`config.mk`:
```
export PLATFORM = sky130hd
export DESIGN_NAME = lbus_ctrl
export DESIGN_NICKNAME = d
export VERILOG_FILES = /design/src/include/lbus_pkg.sv /design/src/rtl/lbus_ctrl.sv
export SDC_FILE = /design/constraint.sdc
export NUM_CORES = 1
export LEC_CHECK = 0
export ABC_CLOCK_PERIOD_IN_PS = 3110
export BUFFER_PORTS_ARGS = -buffer_cell sky130_fd_sc_hd__buf_2
export CAP_MARGIN = 25
export CORE_ASPECT_RATIO = 1.75
export CORE_UTILIZATION = 45
export CTS_BUF_LIST = sky130_fd_sc_hd__clkbuf_2
export DETAILED_ROUTE_END_ITERATION = 10
export MAX_ROUTING_LAYER = met4
export PLACE_DENSITY = 0.77
export SETUP_SLACK_MARGIN = 0.15
export SLEW_MARGIN = 10
export SYNTH_ARGS = -nofsm -noshare
export SYNTH_HDL_FRONTEND = slang
export SYNTH_SLANG_ARGS = --single-unit
```
`constraint.sdc`:
```
create_clock -name sys_clk -period 3.11 [get_ports sys_clk]
set_clock_uncertainty 0.2 [all_clocks]
set_input_delay 0.1555 -clock sys_clk [delete_from_list [all_inputs] [get_ports sys_clk]]
set_output_delay 0.1555 -clock sys_clk [all_outputs]
set_load 0.02 [all_outputs]
```
`src/include/lbus_pkg.sv`:
```
// constants for the local bus controller and clock generator
package lbus_pkg;
    localparam int ADDR_W = 20;
    localparam int DATA_W = 16;
    localparam int MIN_CLOCKS = 4;
    localparam logic [1:0] ST_IDLE = 2'h0;
    localparam logic [1:0] ST_READ = 2'h1;
    localparam logic [1:0] ST_WRITE = 2'h2;
    localparam logic [1:0] ST_HOLD = 2'h3;
    localparam logic [1:0] PM_RUN = 2'h0;
    localparam logic [1:0] PM_IDLE = 2'h1;
    localparam logic [1:0] PM_DOWN = 2'h2;
endpackage

```
`src/rtl/lbus_ctrl.sv`:
```
// local bus controller with divide-by-two processor clock generator
`timescale 1ns/1ps

// Operation
// - drive address, strobes, status, write data
// - capture read data from bus
// - cycle lasts four clocks, ready extends
// - yield bus on hold, answer grant
// - drive transceiver enable and direction
// - processor clock is input divided by two
// - clock output has 50% duty
// - bus timing referenced to clock output
// - powerdown stops all clocks, state held
// - idle stops core, peripherals keep running
module lbus_ctrl #(
    parameter int ADDR_W = lbus_pkg::ADDR_W,
    parameter int DATA_W = lbus_pkg::DATA_W
) (
    input wire logic sys_clk,
    input wire logic nrst,
    input wire logic clk_en,
    input wire logic [1:0] pm_mode,
    input wire logic req_valid,
    input wire logic req_write,
    input wire logic [ADDR_W-1:0] req_addr,
    input wire logic [DATA_W-1:0] req_wdata,
    output logic req_ready,
    output logic [DATA_W-1:0] rsp_rdata,
    output logic rsp_valid,
    input wire logic ready_pin,
    input wire logic hold_pin,
    output logic bus_grant_out,
    output logic [ADDR_W-1:0] ad_out,
    input wire logic [DATA_W-1:0] ad_in,
    output logic ad_oe_n,
    output logic ale,
    output logic rd_n,
    output logic wr_n,
    output logic [1:0] status,
    output logic transceiver_enable_n,
    output logic transceiver_direction,
    output logic processor_clock_output,
    output logic core_clk_en,
    output logic periph_clk_en
);
    typedef enum logic [3:0] {
        S_IDLE = 4'h1,
        S_T1 = 4'h2,
        S_TX = 4'h4,
        S_HOLD = 4'h8
    } bus_state_e;

    bus_state_e state_q;
    logic [2:0] tcnt_q;
    logic ph_q;
    logic rdy_s1_q, rdy_s2_q, hld_s1_q, hld_s2_q;
    logic wr_q;
    logic [DATA_W-1:0] wdata_q;
    logic tick;
    logic run;

    // -------------------------------------------------
    // clock generation and power modes
    // -------------------------------------------------
    // powerdown freezes every flop except the clock enables, which clear; static design keeps state
    assign run = clk_en && (pm_mode != lbus_pkg::PM_DOWN);
    // bus work advances only on the rising-to-falling phase edge
    assign tick = run && ph_q;

    always_ff @(posedge sys_clk or negedge nrst) begin
        if (!nrst) begin
            ph_q <= 1'b0;
            processor_clock_output <= 1'b0;
        end else if (run) begin
            ph_q <= ~ph_q;
            processor_clock_output <= ~ph_q;
        end
    end

    always_ff @(posedge sys_clk or negedge nrst) begin
        if (!nrst) begin
            core_clk_en <= 1'b0;
            periph_clk_en <= 1'b0;
        end else if (clk_en) begin
            core_clk_en <= run && ph_q && (pm_mode == lbus_pkg::PM_RUN);
            periph_clk_en <= run && ph_q;
        end
    end

    // -------------------------------------------------
    // pin synchronisers
    // -------------------------------------------------
    always_ff @(posedge sys_clk or negedge nrst) begin
        if (!nrst) begin
            rdy_s1_q <= 1'b0;
            rdy_s2_q <= 1'b0;
            hld_s1_q <= 1'b0;
            hld_s2_q <= 1'b0;
        end else if (run) begin
            rdy_s1_q <= ready_pin;
            rdy_s2_q <= rdy_s1_q;
            hld_s1_q <= hold_pin;
            hld_s2_q <= hld_s1_q;
        end
    end

    // -------------------------------------------------
    // bus cycle sequencer
    // -------------------------------------------------
    always_ff @(posedge sys_clk or negedge nrst) begin
        if (!nrst) begin
            state_q <= S_IDLE;
            tcnt_q <= 3'h0;
            wr_q <= 1'b0;
            wdata_q <= '0;
            ad_out <= '0;
            ad_oe_n <= 1'b1;
            ale <= 1'b0;
            rd_n <= 1'b1;
            wr_n <= 1'b1;
            status <= lbus_pkg::ST_IDLE;
            transceiver_enable_n <= 1'b1;
            transceiver_direction <= 1'b1;
            bus_grant_out <= 1'b0;
            req_ready <= 1'b0;
            rsp_valid <= 1'b0;
            rsp_rdata <= '0;
        end else if (tick) begin
            req_ready <= 1'b0;
            rsp_valid <= 1'b0;
            ale <= 1'b0;
            case (state_q)
                S_IDLE: begin
                    if (hld_s2_q) begin
                        state_q <= S_HOLD;
                        bus_grant_out <= 1'b1;
                        ad_oe_n <= 1'b1;
                        status <= lbus_pkg::ST_HOLD;
                    end else if (req_valid) begin
                        state_q <= S_T1;
                        tcnt_q <= 3'h1;
                        wr_q <= req_write;
                        wdata_q <= req_wdata;
                        req_ready <= 1'b1;
                        ad_out <= req_addr;
                        ad_oe_n <= 1'b0;
                        ale <= 1'b1;
                        status <= req_write ? lbus_pkg::ST_WRITE : lbus_pkg::ST_READ;
                        transceiver_direction <= req_write;
                    end
                end
                S_T1: begin
                    state_q <= S_TX;
                    tcnt_q <= 3'h2;
                    transceiver_enable_n <= 1'b0;
                    if (wr_q) begin
                        ad_out <= {{(ADDR_W-DATA_W){1'b0}}, wdata_q};
                        wr_n <= 1'b0;
                    end else begin
                        ad_oe_n <= 1'b1;
                        rd_n <= 1'b0;
                    end
                end
                S_TX: begin
                    if (tcnt_q < 3'(lbus_pkg::MIN_CLOCKS - 1)) begin
                        tcnt_q <= tcnt_q + 3'h1;
                    end else if (rdy_s2_q) begin
                        // last state: strobes drop, data taken
                        if (!wr_q) begin
                            rsp_rdata <= ad_in;
                            rsp_valid <= 1'b1;
                        end
                        state_q <= S_IDLE;
                        tcnt_q <= 3'h0;
                        rd_n <= 1'b1;
                        wr_n <= 1'b1;
                        ad_oe_n <= 1'b1;
                        transceiver_enable_n <= 1'b1;
                        transceiver_direction <= 1'b1;
                        status <= lbus_pkg::ST_IDLE;
                    end
                    // otherwise a wait state repeats
                end
                S_HOLD: begin
                    if (!hld_s2_q) begin
                        state_q <= S_IDLE;
                        bus_grant_out <= 1'b0;
                        status <= lbus_pkg::ST_IDLE;
                    end
                end
                default: state_q <= S_IDLE;
            endcase
        end
    end
endmodule

```
Word-level counts from Yosys, hierarchy flattened. Index checks and enable logic that the tools add are counted.

Input bits: 61. Logic and storage cells: 111. Register bits after elaboration: 77.

Equal/unequal tests: 15. Add/sub/neg operators: 1. Bitwise gates (word level): 4. Magnitude comparators: 1. Multiplexer cells: 46. Reductions and logical operators: 22.

Operators with widths (number): 20-bit 2-to-1 mux (3); 20-bit case mux with 2 select lines (1); 5-bit AND reduction (6); 4-bit 2-to-1 mux (5); 1-bit 2-to-1 mux (18); 2-bit inequality test, second input constant (9); 6-bit AND reduction (3); 4-bit case mux with 4 select lines (1); 2-bit 2-to-1 mux (6); 3-bit 2-to-1 mux (4); 4-bit AND reduction (3); 1-bit case mux with 2 select lines (5); 3-bit case mux with 3 select lines (1); 2-bit nonzero test (4); 3-bit inequality test, second input constant (2); 2-bit case mux with 3 select lines (1); 3-bit nonzero test (2); 4-bit by 1-bit equality test with 1-bit output, second input constant (1); 4-bit by 2-bit equality test with 1-bit output, second input constant (1); 4-bit by 3-bit equality test with 1-bit output, second input constant (1); 4-bit equality test, second input constant (1); 1-bit inverter (4); 3-bit by 1-bit adder with 3-bit output, second input constant (1); 1-bit logical AND (3); 3 further kinds (3).

Logic depth before layout (Yosys ltp). Gate-level depths: netlist (run 1).

Depth after elaboration: 4. Mapped depth: 7. Mapped depth without buffers: 5.

Worst setup path before layout (run 1). OpenSTA, ideal clock, no wires.

Path kind: register to register. From: register state_q[1]. To: register wdata_q[10]. Setup slack: 0.817 ns. Stages on the path, launching flop included: 8. Setup time: 0.125 ns. Period minus slack after synthesis: 2.293 ns. Arrival: 1.968 ns. Cell sequence: dfrtp_1 buf_2 nor4b_2 and2_2 nand2_1 nor2_4 buf_4 mux2_2.

Word-level cells in the longest chain between the ends: 2.

RTL lines: start, declared (line lbus_ctrl.sv:53) `bus_state_e state_q;`; start signal, assigned (line lbus_ctrl.sv:112) `state_q <= S_IDLE;`; start signal, assigned (line lbus_ctrl.sv:135) `state_q <= S_HOLD;`; start signal, assigned (line lbus_ctrl.sv:140) `state_q <= S_T1;`; 4-bit by 1-bit equality test with 1-bit output (line lbus_ctrl.sv:132) `case (state_q)`; 4-bit AND reduction (no source line); end signal, assigned (line lbus_ctrl.sv:143) `wdata_q <= req_wdata;`; end, declared (line lbus_ctrl.sv:58) `logic [DATA_W-1:0] wdata_q;`.

Every way passes these cells. A chain may end at the register's enable or synchronous reset.

Final worst setup path (run 1).
From: register state_q[0]. To: register wdata_q[2].

Same word-level chain as after synthesis.

==> run_results.csv, run 1 <==
group,metric,value,unit
global_routing,overflow,0,
sta,timing.fmax,0.377,GHz
global_routing,met3_usage,0.0566,
final_layout,final_nets,527,
die,die_x,67.4,um
critical_path,cp.arrival,2.90,ns
global_routing,grt_use_met1,0.234,
global_routing,grt_use_met2,0.420,
final_layout,syn_to_final_growth,41.2,%
final_layout,drive_gt1_frac,0.366,
clock_tree,cts_tree,"yes",
critical_path,reg2reg_slack,0.46,ns
clock_tree,cts_root_buffer,"clkbuf_2",
clock_tree,cts_setup_buffers,0,
logic_synthesis,ys.flop_type,"dfrtp_1",
critical_path,ff2ff_path_depth,5,
critical_path,setup.worst_path.class,"reg -> reg",
job,maxCapViolCount,0,
logic_synthesis,synthArstFlopShare,1.00,
placement,port_buffers,110,
hold_path,min_to,"rsp_rdata[4]",
critical_path,cp-start-kind,"flip-flop",
drt,num_vias,2894,
clock_tree,cts_made_buffers,9,
logic_synthesis,synth_cell_types,46,
die,initial_utilization,0.465,
hold_path,min_from,"ad_in[4]",
global_routing,grt_max_degree,78,
sta,holdWs,0.135,ns
clock_tree,clk_pin_slew,0.23,ns
drt,dr.pass1.iters,4,
clock_tree,htreeDepth,3,
critical_path,rr_startpoint,"state_q[0]",
logic_synthesis,synth_cells,291,
sta,tightest_slew,0.917,ns
drt,viasPerCell,5.20,
logic_synthesis,yosysTopAreaCell,"dfrtp_1",
drt,postRouteAntennaNets,0,
final_layout,fillCellCount,554,
sta,rsz0062_at_grt,"false",
final_layout,multiInputGateArea,0.00132,mm2
logic_synthesis,synthTopCellsByArea,"dfrtp_1 (53%), mux2_2 (8.7%), mux2_1 (5.0%)",
global_routing,antenna_found_initial,1,
logic_synthesis,synth-edff-count,0,
run_status,status,"finished clean",
logic_synthesis,synth.avg_cell_area,11.6,um2
logic_synthesis,yosysMostFrequentCell,"dfrtp_1",
placement,gp_congestion,0.855,
final_layout,register_area,0.00193,mm2
die,io_pins,111,
power_and_ir_drop,powerDensity,813,mW/mm2
die,num_rows,41,
hold_path,hp-class,"in -> reg",
sta,setup_viol,0,
sta,slew_viol_final,0,
global_routing,grt_first_pass_wirelength,13200,um
global_routing,grt_usage,0.239,
sta,fin_crit_sh,0.853,
critical_path,cp_max_fo,19,
sta,relSlewSlack,0.386,
logic_synthesis,synth_area,0.00337,mm2
power_and_ir_drop,vdd_drop_max,0.459,mV
die,core_area,0.00723,mm2
critical_path,r2r_end,"wdata_q[2]",
logic_synthesis,netlist_top_cells_count,"dfrtp_1 (71), nand2_1 (40), mux2_2 (26)",
drt,first_iter_violations,193,
die,dieArea,0.00784,mm2
critical_path,worstPathRequired,3.35,ns
global_routing,grt_busiest_layer,"met2",
logic_synthesis,netlist.area_leader.share,0.528,
die,die_h,116,um
critical_path,end_kind,"flip-flop",
drt,wl_per_cell,15.5,um
logic_synthesis,yosysSeqAreaShare,0.575,
logic_synthesis,yosys_warnings,0,
placement,dp_hpwl,5150,um
sta,hold_viol,0,
drt,routed_wl,8650,um
clock_tree,clk_path_buf_depth,2,
sta,finalSetupTns,0,ns
power_and_ir_drop,p_leak,2.32,nW
clock_tree,insertion_delay,0.55,ns
global_routing,grt_pass1_vias,2900,
hold_path,hold_depth,3,
drt,drc,0,
logic_synthesis,synth-seq-cells,77,
clock_tree,cts.sinks,77,
sta,finalCriticalPeriod,2.65,ns
logic_synthesis,synth_nets,353,
per-stage QoR:
stage / setup slack [ns] / total power [mW] / utilization / instances / instance area, um2
after CTS: 0.454 / 3.84 / 0.652 / 554 / 4710
after detailed placement: 0.486 / 3.31 / 0.551 / 475 / 3990
after global routing: 0.306 / 4.12 / 0.657 / 557 / 4750
after global placement: 0.592 / 3.25 / 0.551 / 475 / 3990
after floorplan: 0.817 / 2.79 / - / 291 / 3370
final: 0.456 / 3.86 / 0.657 / 557 / 4750
layout by cell type, fill, tap and decap left out, types with 4 or more instances in the layout:
cell type	instances
a21oi_1	10
mux2_1	15
dfstp_2	6
mux2_2	26
dfrtp_1	71
nand2_1	40
nand3_1	4
buf_4	5
clkbuf_2	9
nor2_1	21
buf_2	109
o21ai_0	13
a31oi_1	17
inv_1	12
dlygate4sd3_1	64
logic make-up (layout without fill, tap and decap cells):
| family | count (synthesis) | after routing | synth area share |
|---|---|---|---|
| DFF | 77 | 77 | 0.575 |
| muxes | 42 | 42 | 0.140 |
| other | 0 | 1 | 0 |
| adders and majority gates | 1 | 1 | 0.00372 |
| and+or+nand+nor | 84 | 84 | 0.129 |
| AOI/OAI and AO/OA | 57 | 57 | 0.110 |
| xor gates and xnor gates | 2 | 2 | 0.00521 |
| buffers and inverters | 28 | 207 | 0.0375 |
final cells by class:
type | count | area share
antenna | 1 | 0.000526
multi-input combinational | 186 | 0.277
clock buffer | 9 | 0.00948
clock inverter | 7 | 0.0103
tap | 86 | 0.0226
sequential | 77 | 0.407
inverter | 12 | 0.00948
timing repair buffer | 179 | 0.263
report_power, final:
| group | switching (mW) | internal (mW) |
|---|---|---|
| Combinational | 0.932 | 0.698 |
| Clock | 0.361 | 0.105 |
| Sequential | 0.322 | 1.45 |
critical path: stages, from the launching register on:
cell     delay (ns)
dfstp_2        0.75
nor4b_2        0.40
and2_2         0.25
nand2_1        0.11
nor2_4         0.44
mux2_2         0.40
timing repair:
action	in CTS	in global routing
gates resized for setup	0	0
hold endpoints to repair	141	9
hold buffers	63	1
flip-flops by register name, indices dropped and copies added (netlist names), 2 cells and up:
name / flops
ad_out: 20
state_q: 4
tcnt_q: 3
rsp_rdata: 16
status: 2
wdata_q: 16
per-layer routing:
| layer | part of all wire | wire [um] |
|---|---|---|
| met1 | 0.37 | 3210 |
| met3 | 0.039 | 340 |
| met2 | 0.55 | 4790 |
| met5 | 0 | 0 |
| met4 | 0.036 | 310 |
worst max path at each step:
stage / startpoint / to / slack [ns] / depth (start not counted)
2_1_floorplan: state_q[1] / wdata_q[10] / 0.82 / 7
4_1_cts: state_q[0] / wdata_q[2] / 0.45 / 5
3_3_place_gp: state_q[0] / wdata_q[5] / 0.59 / 5
3_5_place_dp: state_q[0] / wdata_q[2] / 0.49 / 5
5_1_grt: state_q[0] / wdata_q[2] / 0.31 / 5
6_report: state_q[0] / wdata_q[2] / 0.46 / 5
(Power assumes the default switching activity.)
==> run 2: changes to the inputs <==
--- a/config.mk
+++ b/config.mk
@@ -9,11 +9,12 @@
 export BUFFER_PORTS_ARGS = -buffer_cell sky130_fd_sc_hd__buf_2
 export CAP_MARGIN = 25
 export CORE_ASPECT_RATIO = 1.75
-export CORE_UTILIZATION = 45
+export CORE_UTILIZATION = 52
 export CTS_BUF_LIST = sky130_fd_sc_hd__clkbuf_2
+export CTS_CLUSTER_DIAMETER = 80
 export DETAILED_ROUTE_END_ITERATION = 10
 export MAX_ROUTING_LAYER = met4
-export PLACE_DENSITY = 0.77
+export PLACE_DENSITY = 0.87
 export SETUP_SLACK_MARGIN = 0.15
 export SLEW_MARGIN = 10
 export SYNTH_ARGS = -nofsm -noshare
==> run 2 against run 1 <==
Net effect: worst hold slack worse by 0.069 ns; critical path depth increased by 1; flip-flop and latch count did not move; first-iteration DRC count increased by 15%; clock power grew 17%; combinational power grew 3%; via count increased by 5.6%; cell area up 0.11%; highest routed layer unchanged; non-clock buffer count grew 2.
==> run_results.csv, run 2 (same netlist as run 1, synthesis figures left out) <==
group,metric,value,unit
run_status,status,"finished clean",
global_routing,grt_usage,0.303,
final_layout,syn_to_final_growth,41.4,%
placement,place_ws,0.527,ns
die,die_x,62.8,um
power_and_ir_drop,vdd_drop_max,0.654,mV
die,io_pins,111,
critical_path,ff2ff_path_depth,6,
drt,viasPerCell,5.54,
critical_path,cp-start-kind,"flip-flop",
clock_tree,cts_made_buffers,9,
die,num_rows,38,
critical_path,end_kind,"flip-flop",
clock_tree,clk_path_buf_depth,2,
hold_path,hp-class,"in -> async",
final_layout,final_cell_mix,"buf_2 (109), dfrtp_1 (71), dlygate4sd3_1 (64), nand2_1 (40), mux2_2 (26)",
global_routing,antenna_found_initial,0,
placement,port_buffers,110,
drt,routed_wl,9630,um
critical_path,cp_top_family,"simple AND/OR/NAND/NOR gates",
sta,finalCriticalPeriod,2.72,ns
critical_path,path_cells,"nor4b_4 -> and2b_1 -> nand2_1 -> a21oi_1 -> a2bb2oi_1 -> dlygate4sd3_1",
final_layout,reg_top3,"ad_out (20), rsp_rdata (16), wdata_q (16)",
final_layout,drive_gt1_frac,0.369,
final_layout,antenna_cells,0,
placement,placed_area,0.00398,mm2
sta,rsz0062_at_grt,"false",
critical_path,cp_max_fo,11,
die,initial_utilization,0.540,
sta,fin_crit_sh,0.874,
clock_tree,cts_root_buffer,"clkbuf_2",
die,dieArea,0.00681,mm2
clock_tree,cts.sinks,77,
power_and_ir_drop,power.total,4.01,mW
final_layout,max_flop_register,"ad_out",
die,die_h,108,um
final_layout,postLayoutCoreUtil,0.764,
drt,drc,0,
critical_path,cp.arrival,3.02,ns
drt,dr.pass1.iters,4,
critical_path,slowest_delay,0.56,ns
sta,hold_viol,0,
global_routing,grt_pass1_vias,3211,
final_layout,largest_reg_flops,20,
drt,num_vias,3057,
critical_path,worstPathRequired,3.41,ns
critical_path,r2r_end,"transceiver_direction",
drt,first_iter_violations,222,
sta,relSlewSlack,0.343,
power_and_ir_drop,p_leak,2.35,nW
global_routing,grt_max_degree,78,
clock_tree,htreeDepth,3,
clock_tree,cts_tree,"yes",
final_layout,final_area,0.00476,mm2
sta,slew_viol_final,0,
power_and_ir_drop,powerDensity,842,mW/mm2
critical_path,rr_startpoint,"state_q[1]",
drt,wl_per_cell,17.4,um
critical_path,setup.worst_path.class,"reg -> reg",
critical_path,cp.buffers_inverters,1,
sta,timing.fmax,0.368,GHz
die,core_area,0.00623,mm2
clock_tree,cts-resized-gates,0,
final_layout,final_common_cell,"buf_2",
placement,dp_hpwl,5380,um
final_layout,final_nets,529,
global_routing,grt_first_pass_wirelength,14900,um
job,maxCapViolCount,0,
clock_tree,clk_pin_slew,0.23,ns
placement,gp_congestion,0.821,
sta,setup_viol,0,
critical_path,cp_slowest_cell,"dfrtp_1",
sta,finalSetupTns,0,ns
sta,tightest_slew,0.982,ns
critical_path,reg2reg_slack,0.39,ns
drt,postRouteAntennaNets,0,
clock_tree,insertion_delay,0.53,ns
global_routing,overflow,0,
sta,worst_slack,0.391,ns
-- run 2: cell count changes in the layout (fill, tap and decap cells not counted), moves of 2 or more --
cell,change
clkinvlp_4,-2
clkinv_4,+2
inv_6,-2
buf_4,+3
-- run 2: worst max-delay path by stage --
stage          cells after the start                    end        from  slack (ns)
6_report                           6  transceiver_direction  state_q[1]        0.39
5_1_grt                            6  transceiver_direction  state_q[0]        0.29
4_1_cts                            6  transceiver_direction  state_q[0]        0.28
3_5_place_dp                       5             wdata_q[0]  state_q[0]        0.53
3_3_place_gp                       5             wdata_q[0]  state_q[0]        0.60
2_1_floorplan                      7            wdata_q[10]  state_q[1]        0.82
-- run 2: stage by stage --
stage / cells / hold WS [ns]
6_report: 552 / 0.0657
5_1_grt: 552 / 0.102
4_1_cts: 549 / 0.0718
3_5_place_dp: 469 / 0.159
3_3_place_gp: 469 / 0.147
2_1_floorplan: 291 / -0.340
-- run 2: timing repair --
action / CTS / global route
setup endpoints to repair: 0 / 1
hold endpoints to repair: 140 / 0
buffers inserted: 0 / 3
hold buffers: 64 / 0
-- run 2: area by class of cell --
class,instances,area (um2)
Clock buffer,10,50.0
Clock inverter,6,63.8
Fill cell,387,1470
Inverter,12,45.0
Multi-Input combinational cell,186,1320
Sequential cell,77,1930
Tap cell,80,100
Timing Repair Buffer,181,1250
-- run 2: report_power, final --
group          leakage, nW  switching, mW  internal [mW]
sequential           0.956          0.338           1.45
clock               0.0695          0.355          0.188
combinational         1.32          0.970          0.707
-- run 2: layer usage --
metal  wire length (um)  global-route usage  vias to the layer above
met5                  0                   -                        -
met1               3250               0.291                     1492
met2               5490               0.550                      153
li1                   -                   -                     1374
met3                476              0.0654                       38
met4                407               0.176                        0
==> run 3: changes to the inputs <==
--- a/config.mk
+++ b/config.mk
@@ -14,7 +14,7 @@
 export CTS_CLUSTER_DIAMETER = 80
 export DETAILED_ROUTE_END_ITERATION = 10
 export MAX_ROUTING_LAYER = met4
-export PLACE_DENSITY = 0.87
+export PLACE_DENSITY = 0.82
 export SETUP_SLACK_MARGIN = 0.15
 export SLEW_MARGIN = 10
 export SYNTH_ARGS = -nofsm -noshare
==> run 3 against run 2 <==
Net effect: sequential power is essentially flat; final cell count down 0.36%; combinational power is 3% lower; register-to-register slack improved by 0.08 ns; global-route usage down 2.8 points; count of clock-buffer cells in the layout shrank 1; non-clock buffer count fell by 2; critical path type unchanged; cell area hardly changed; highest routed layer unchanged; fmax grew 3.0%; via count is 3.6% lower; total power is 1.8% lower.
==> run_results.csv, run 3 (same netlist as run 1, synthesis figures left out) <==
group,metric,value,unit
critical_path,end_kind,"flip-flop",
sta,tightest_slew,0.919,ns
clock_tree,clk_pin_slew,0.21,ns
sta,hold_viol,0,
drt,viasPerCell,5.36,
drt,postRouteAntennaNets,0,
critical_path,rr_startpoint,"state_q[0]",
clock_tree,htreeDepth,3,
sta,finalSetupTns,0,ns
final_layout,final_nets,527,
clock_tree,clk_path_buf_depth,2,
hold_path,hold_depth,3,
sta,relSlewSlack,0.384,
drt,routed_wl,8850,um
sta,setup_viol,0,
critical_path,cp-start-kind,"flip-flop",
final_layout,drive_gt1_frac,0.366,
global_routing,grt_pass1_vias,2988,
drt,drc,0,
global_routing,grt_max_degree,78,
final_layout,final_area,0.00476,mm2
final_layout,max_flop_register,"ad_out",
sta,fin_crit_sh,0.849,
power_and_ir_drop,powerDensity,826,mW/mm2
hold_path,min_from,"ad_in[4]",
final_layout,largest_reg_flops,20,
critical_path,ff2ff_path_depth,5,
sta,rsz0062_at_grt,"false",
clock_tree,insertion_delay,0.51,ns
power_and_ir_drop,vdd_drop_max,0.505,mV
critical_path,r2r_end,"wdata_q[3]",
hold_path,min_to,"rsp_rdata[4]",
sta,slew_viol_final,0,
sta,timing.fmax,0.379,GHz
clock_tree,cts_setup_buffers,0,
drt,dr_wl_met2,4940,um
drt,top_layer_used,"met4",
critical_path,cp_max_fo,19,
placement,gp_congestion,0.822,
drt,first_iter_violations,212,
die,die_x,62.8,um
power_and_ir_drop,p_leak,2.35,nW
critical_path,reg2reg_slack,0.47,ns
global_routing,overflow,0,
die,io_pins,111,
die,num_rows,38,
job,maxCapViolCount,0,
drt,wl_per_cell,16.1,um
die,die_h,108,um
critical_path,cp.arrival,2.86,ns
die,dieArea,0.00681,mm2
global_routing,antenna_found_initial,0,
run_status,status,"finished clean",
drt,num_vias,2948,
final_layout,final_cell_mix,"buf_2 (109), dfrtp_1 (71), dlygate4sd3_1 (64), nand2_1 (40), mux2_2 (26)",
final_layout,antenna_cells,0,
drt,dr.pass1.iters,4,
die,core_area,0.00623,mm2
drt,wl_met3,372,um
final_layout,final_common_cell,"buf_2",
clock_tree,cts.sinks,77,
die,initial_utilization,0.540,
placement,dp_hpwl,5080,um
critical_path,worstPathRequired,3.33,ns
global_routing,grt_first_pass_wirelength,13700,um
clock_tree,cts_made_buffers,9,
hold_path,hp-class,"in -> reg",
global_routing,grt_usage,0.275,
placement,port_buffers,110,
clock_tree,cts_root_buffer,"clkbuf_2",
drt,wl_met1,3280,um
final_layout,syn_to_final_growth,41.4,%
critical_path,setup.worst_path.class,"reg -> reg",
sta,finalCriticalPeriod,2.64,ns
clock_tree,cts_tree,"yes",
final_layout,reg_top3,"ad_out (20), rsp_rdata (16), wdata_q (16)",
placement,placed_area,0.00398,mm2
==> run 3: cell types whose count changed in the layout (fill, tap and decap cells not counted) <==
| cell | previous run | this run |
|---|---|---|
| clkbuf_2 | 10 | 9 |
| buf_4 | 8 | 5 |
| clkinvlp_4 | 1 | 0 |
| clkinv_2 | 1 | 3 |
| buf_16 | 0 | 1 |
==> run 3: critical path, stage by stage (launching register included) <==
cell	delay, ns
dfstp_2	0.75
nor4b_2	0.41
and2_2	0.26
nand2_1	0.11
nor2_4	0.43
mux2_2	0.40
==> run 3: report_power, final <==
part           internal [mW]  switching [mW]  leakage [nW]
Clock                  0.182           0.346        0.0731
Combinational          0.698           0.935          1.32
Sequential              1.45           0.326         0.956
==> run 3: worst max-delay path by stage <==
stage                    start     endpoint  slack [ns]  cells past startpoint
global route        state_q[0]   wdata_q[3]        0.32                      5
finish              state_q[0]   wdata_q[3]        0.47                      5
CTS                 state_q[0]   wdata_q[3]        0.45                      5
global placement    state_q[0]   wdata_q[1]        0.60                      5
detailed placement  state_q[0]   wdata_q[3]        0.49                      5
floorplan           state_q[1]  wdata_q[10]        0.82                      7
==> run 3: layer usage <==
layer,up-vias,global-route usage
met5,-,-
met4,0,0.140
met3,23,0.0612
met2,116,0.487
met1,1441,0.284
li1,1368,-
==> run 3: through the flow <==
step                      power (mW)   util  cells  hold WS [ns]  worst slack (ns)
after floorplan                 2.79      -    291        -0.340             0.817
after global placement          3.23  0.639    469         0.154             0.601
after detailed placement        3.31  0.639    469         0.162             0.493
after CTS                       3.90  0.758    548        0.0988             0.450
after global routing            4.17  0.764    550         0.123             0.317
final                           3.93  0.764    550         0.174             0.469
==> run 3: cell type report <==
| cell class | count | area (um2) |
|---|---|---|
| sequential | 77 | 1930 |
| tap | 80 | 100 |
| inverter | 12 | 45.0 |
| timing repair buffer | 179 | 1250 |
| fill | 381 | 1470 |
| clock inverter | 7 | 66.3 |
| multi-input combinational | 186 | 1320 |
| clock buffer | 9 | 45.0 |
==> run 3: what timing repair did <==
action / 4_1_cts / 5_1_grt
hold buffers: 63 / 1
endpoints found under the hold margin: 137 / 7
resized for setup: 0 / 0
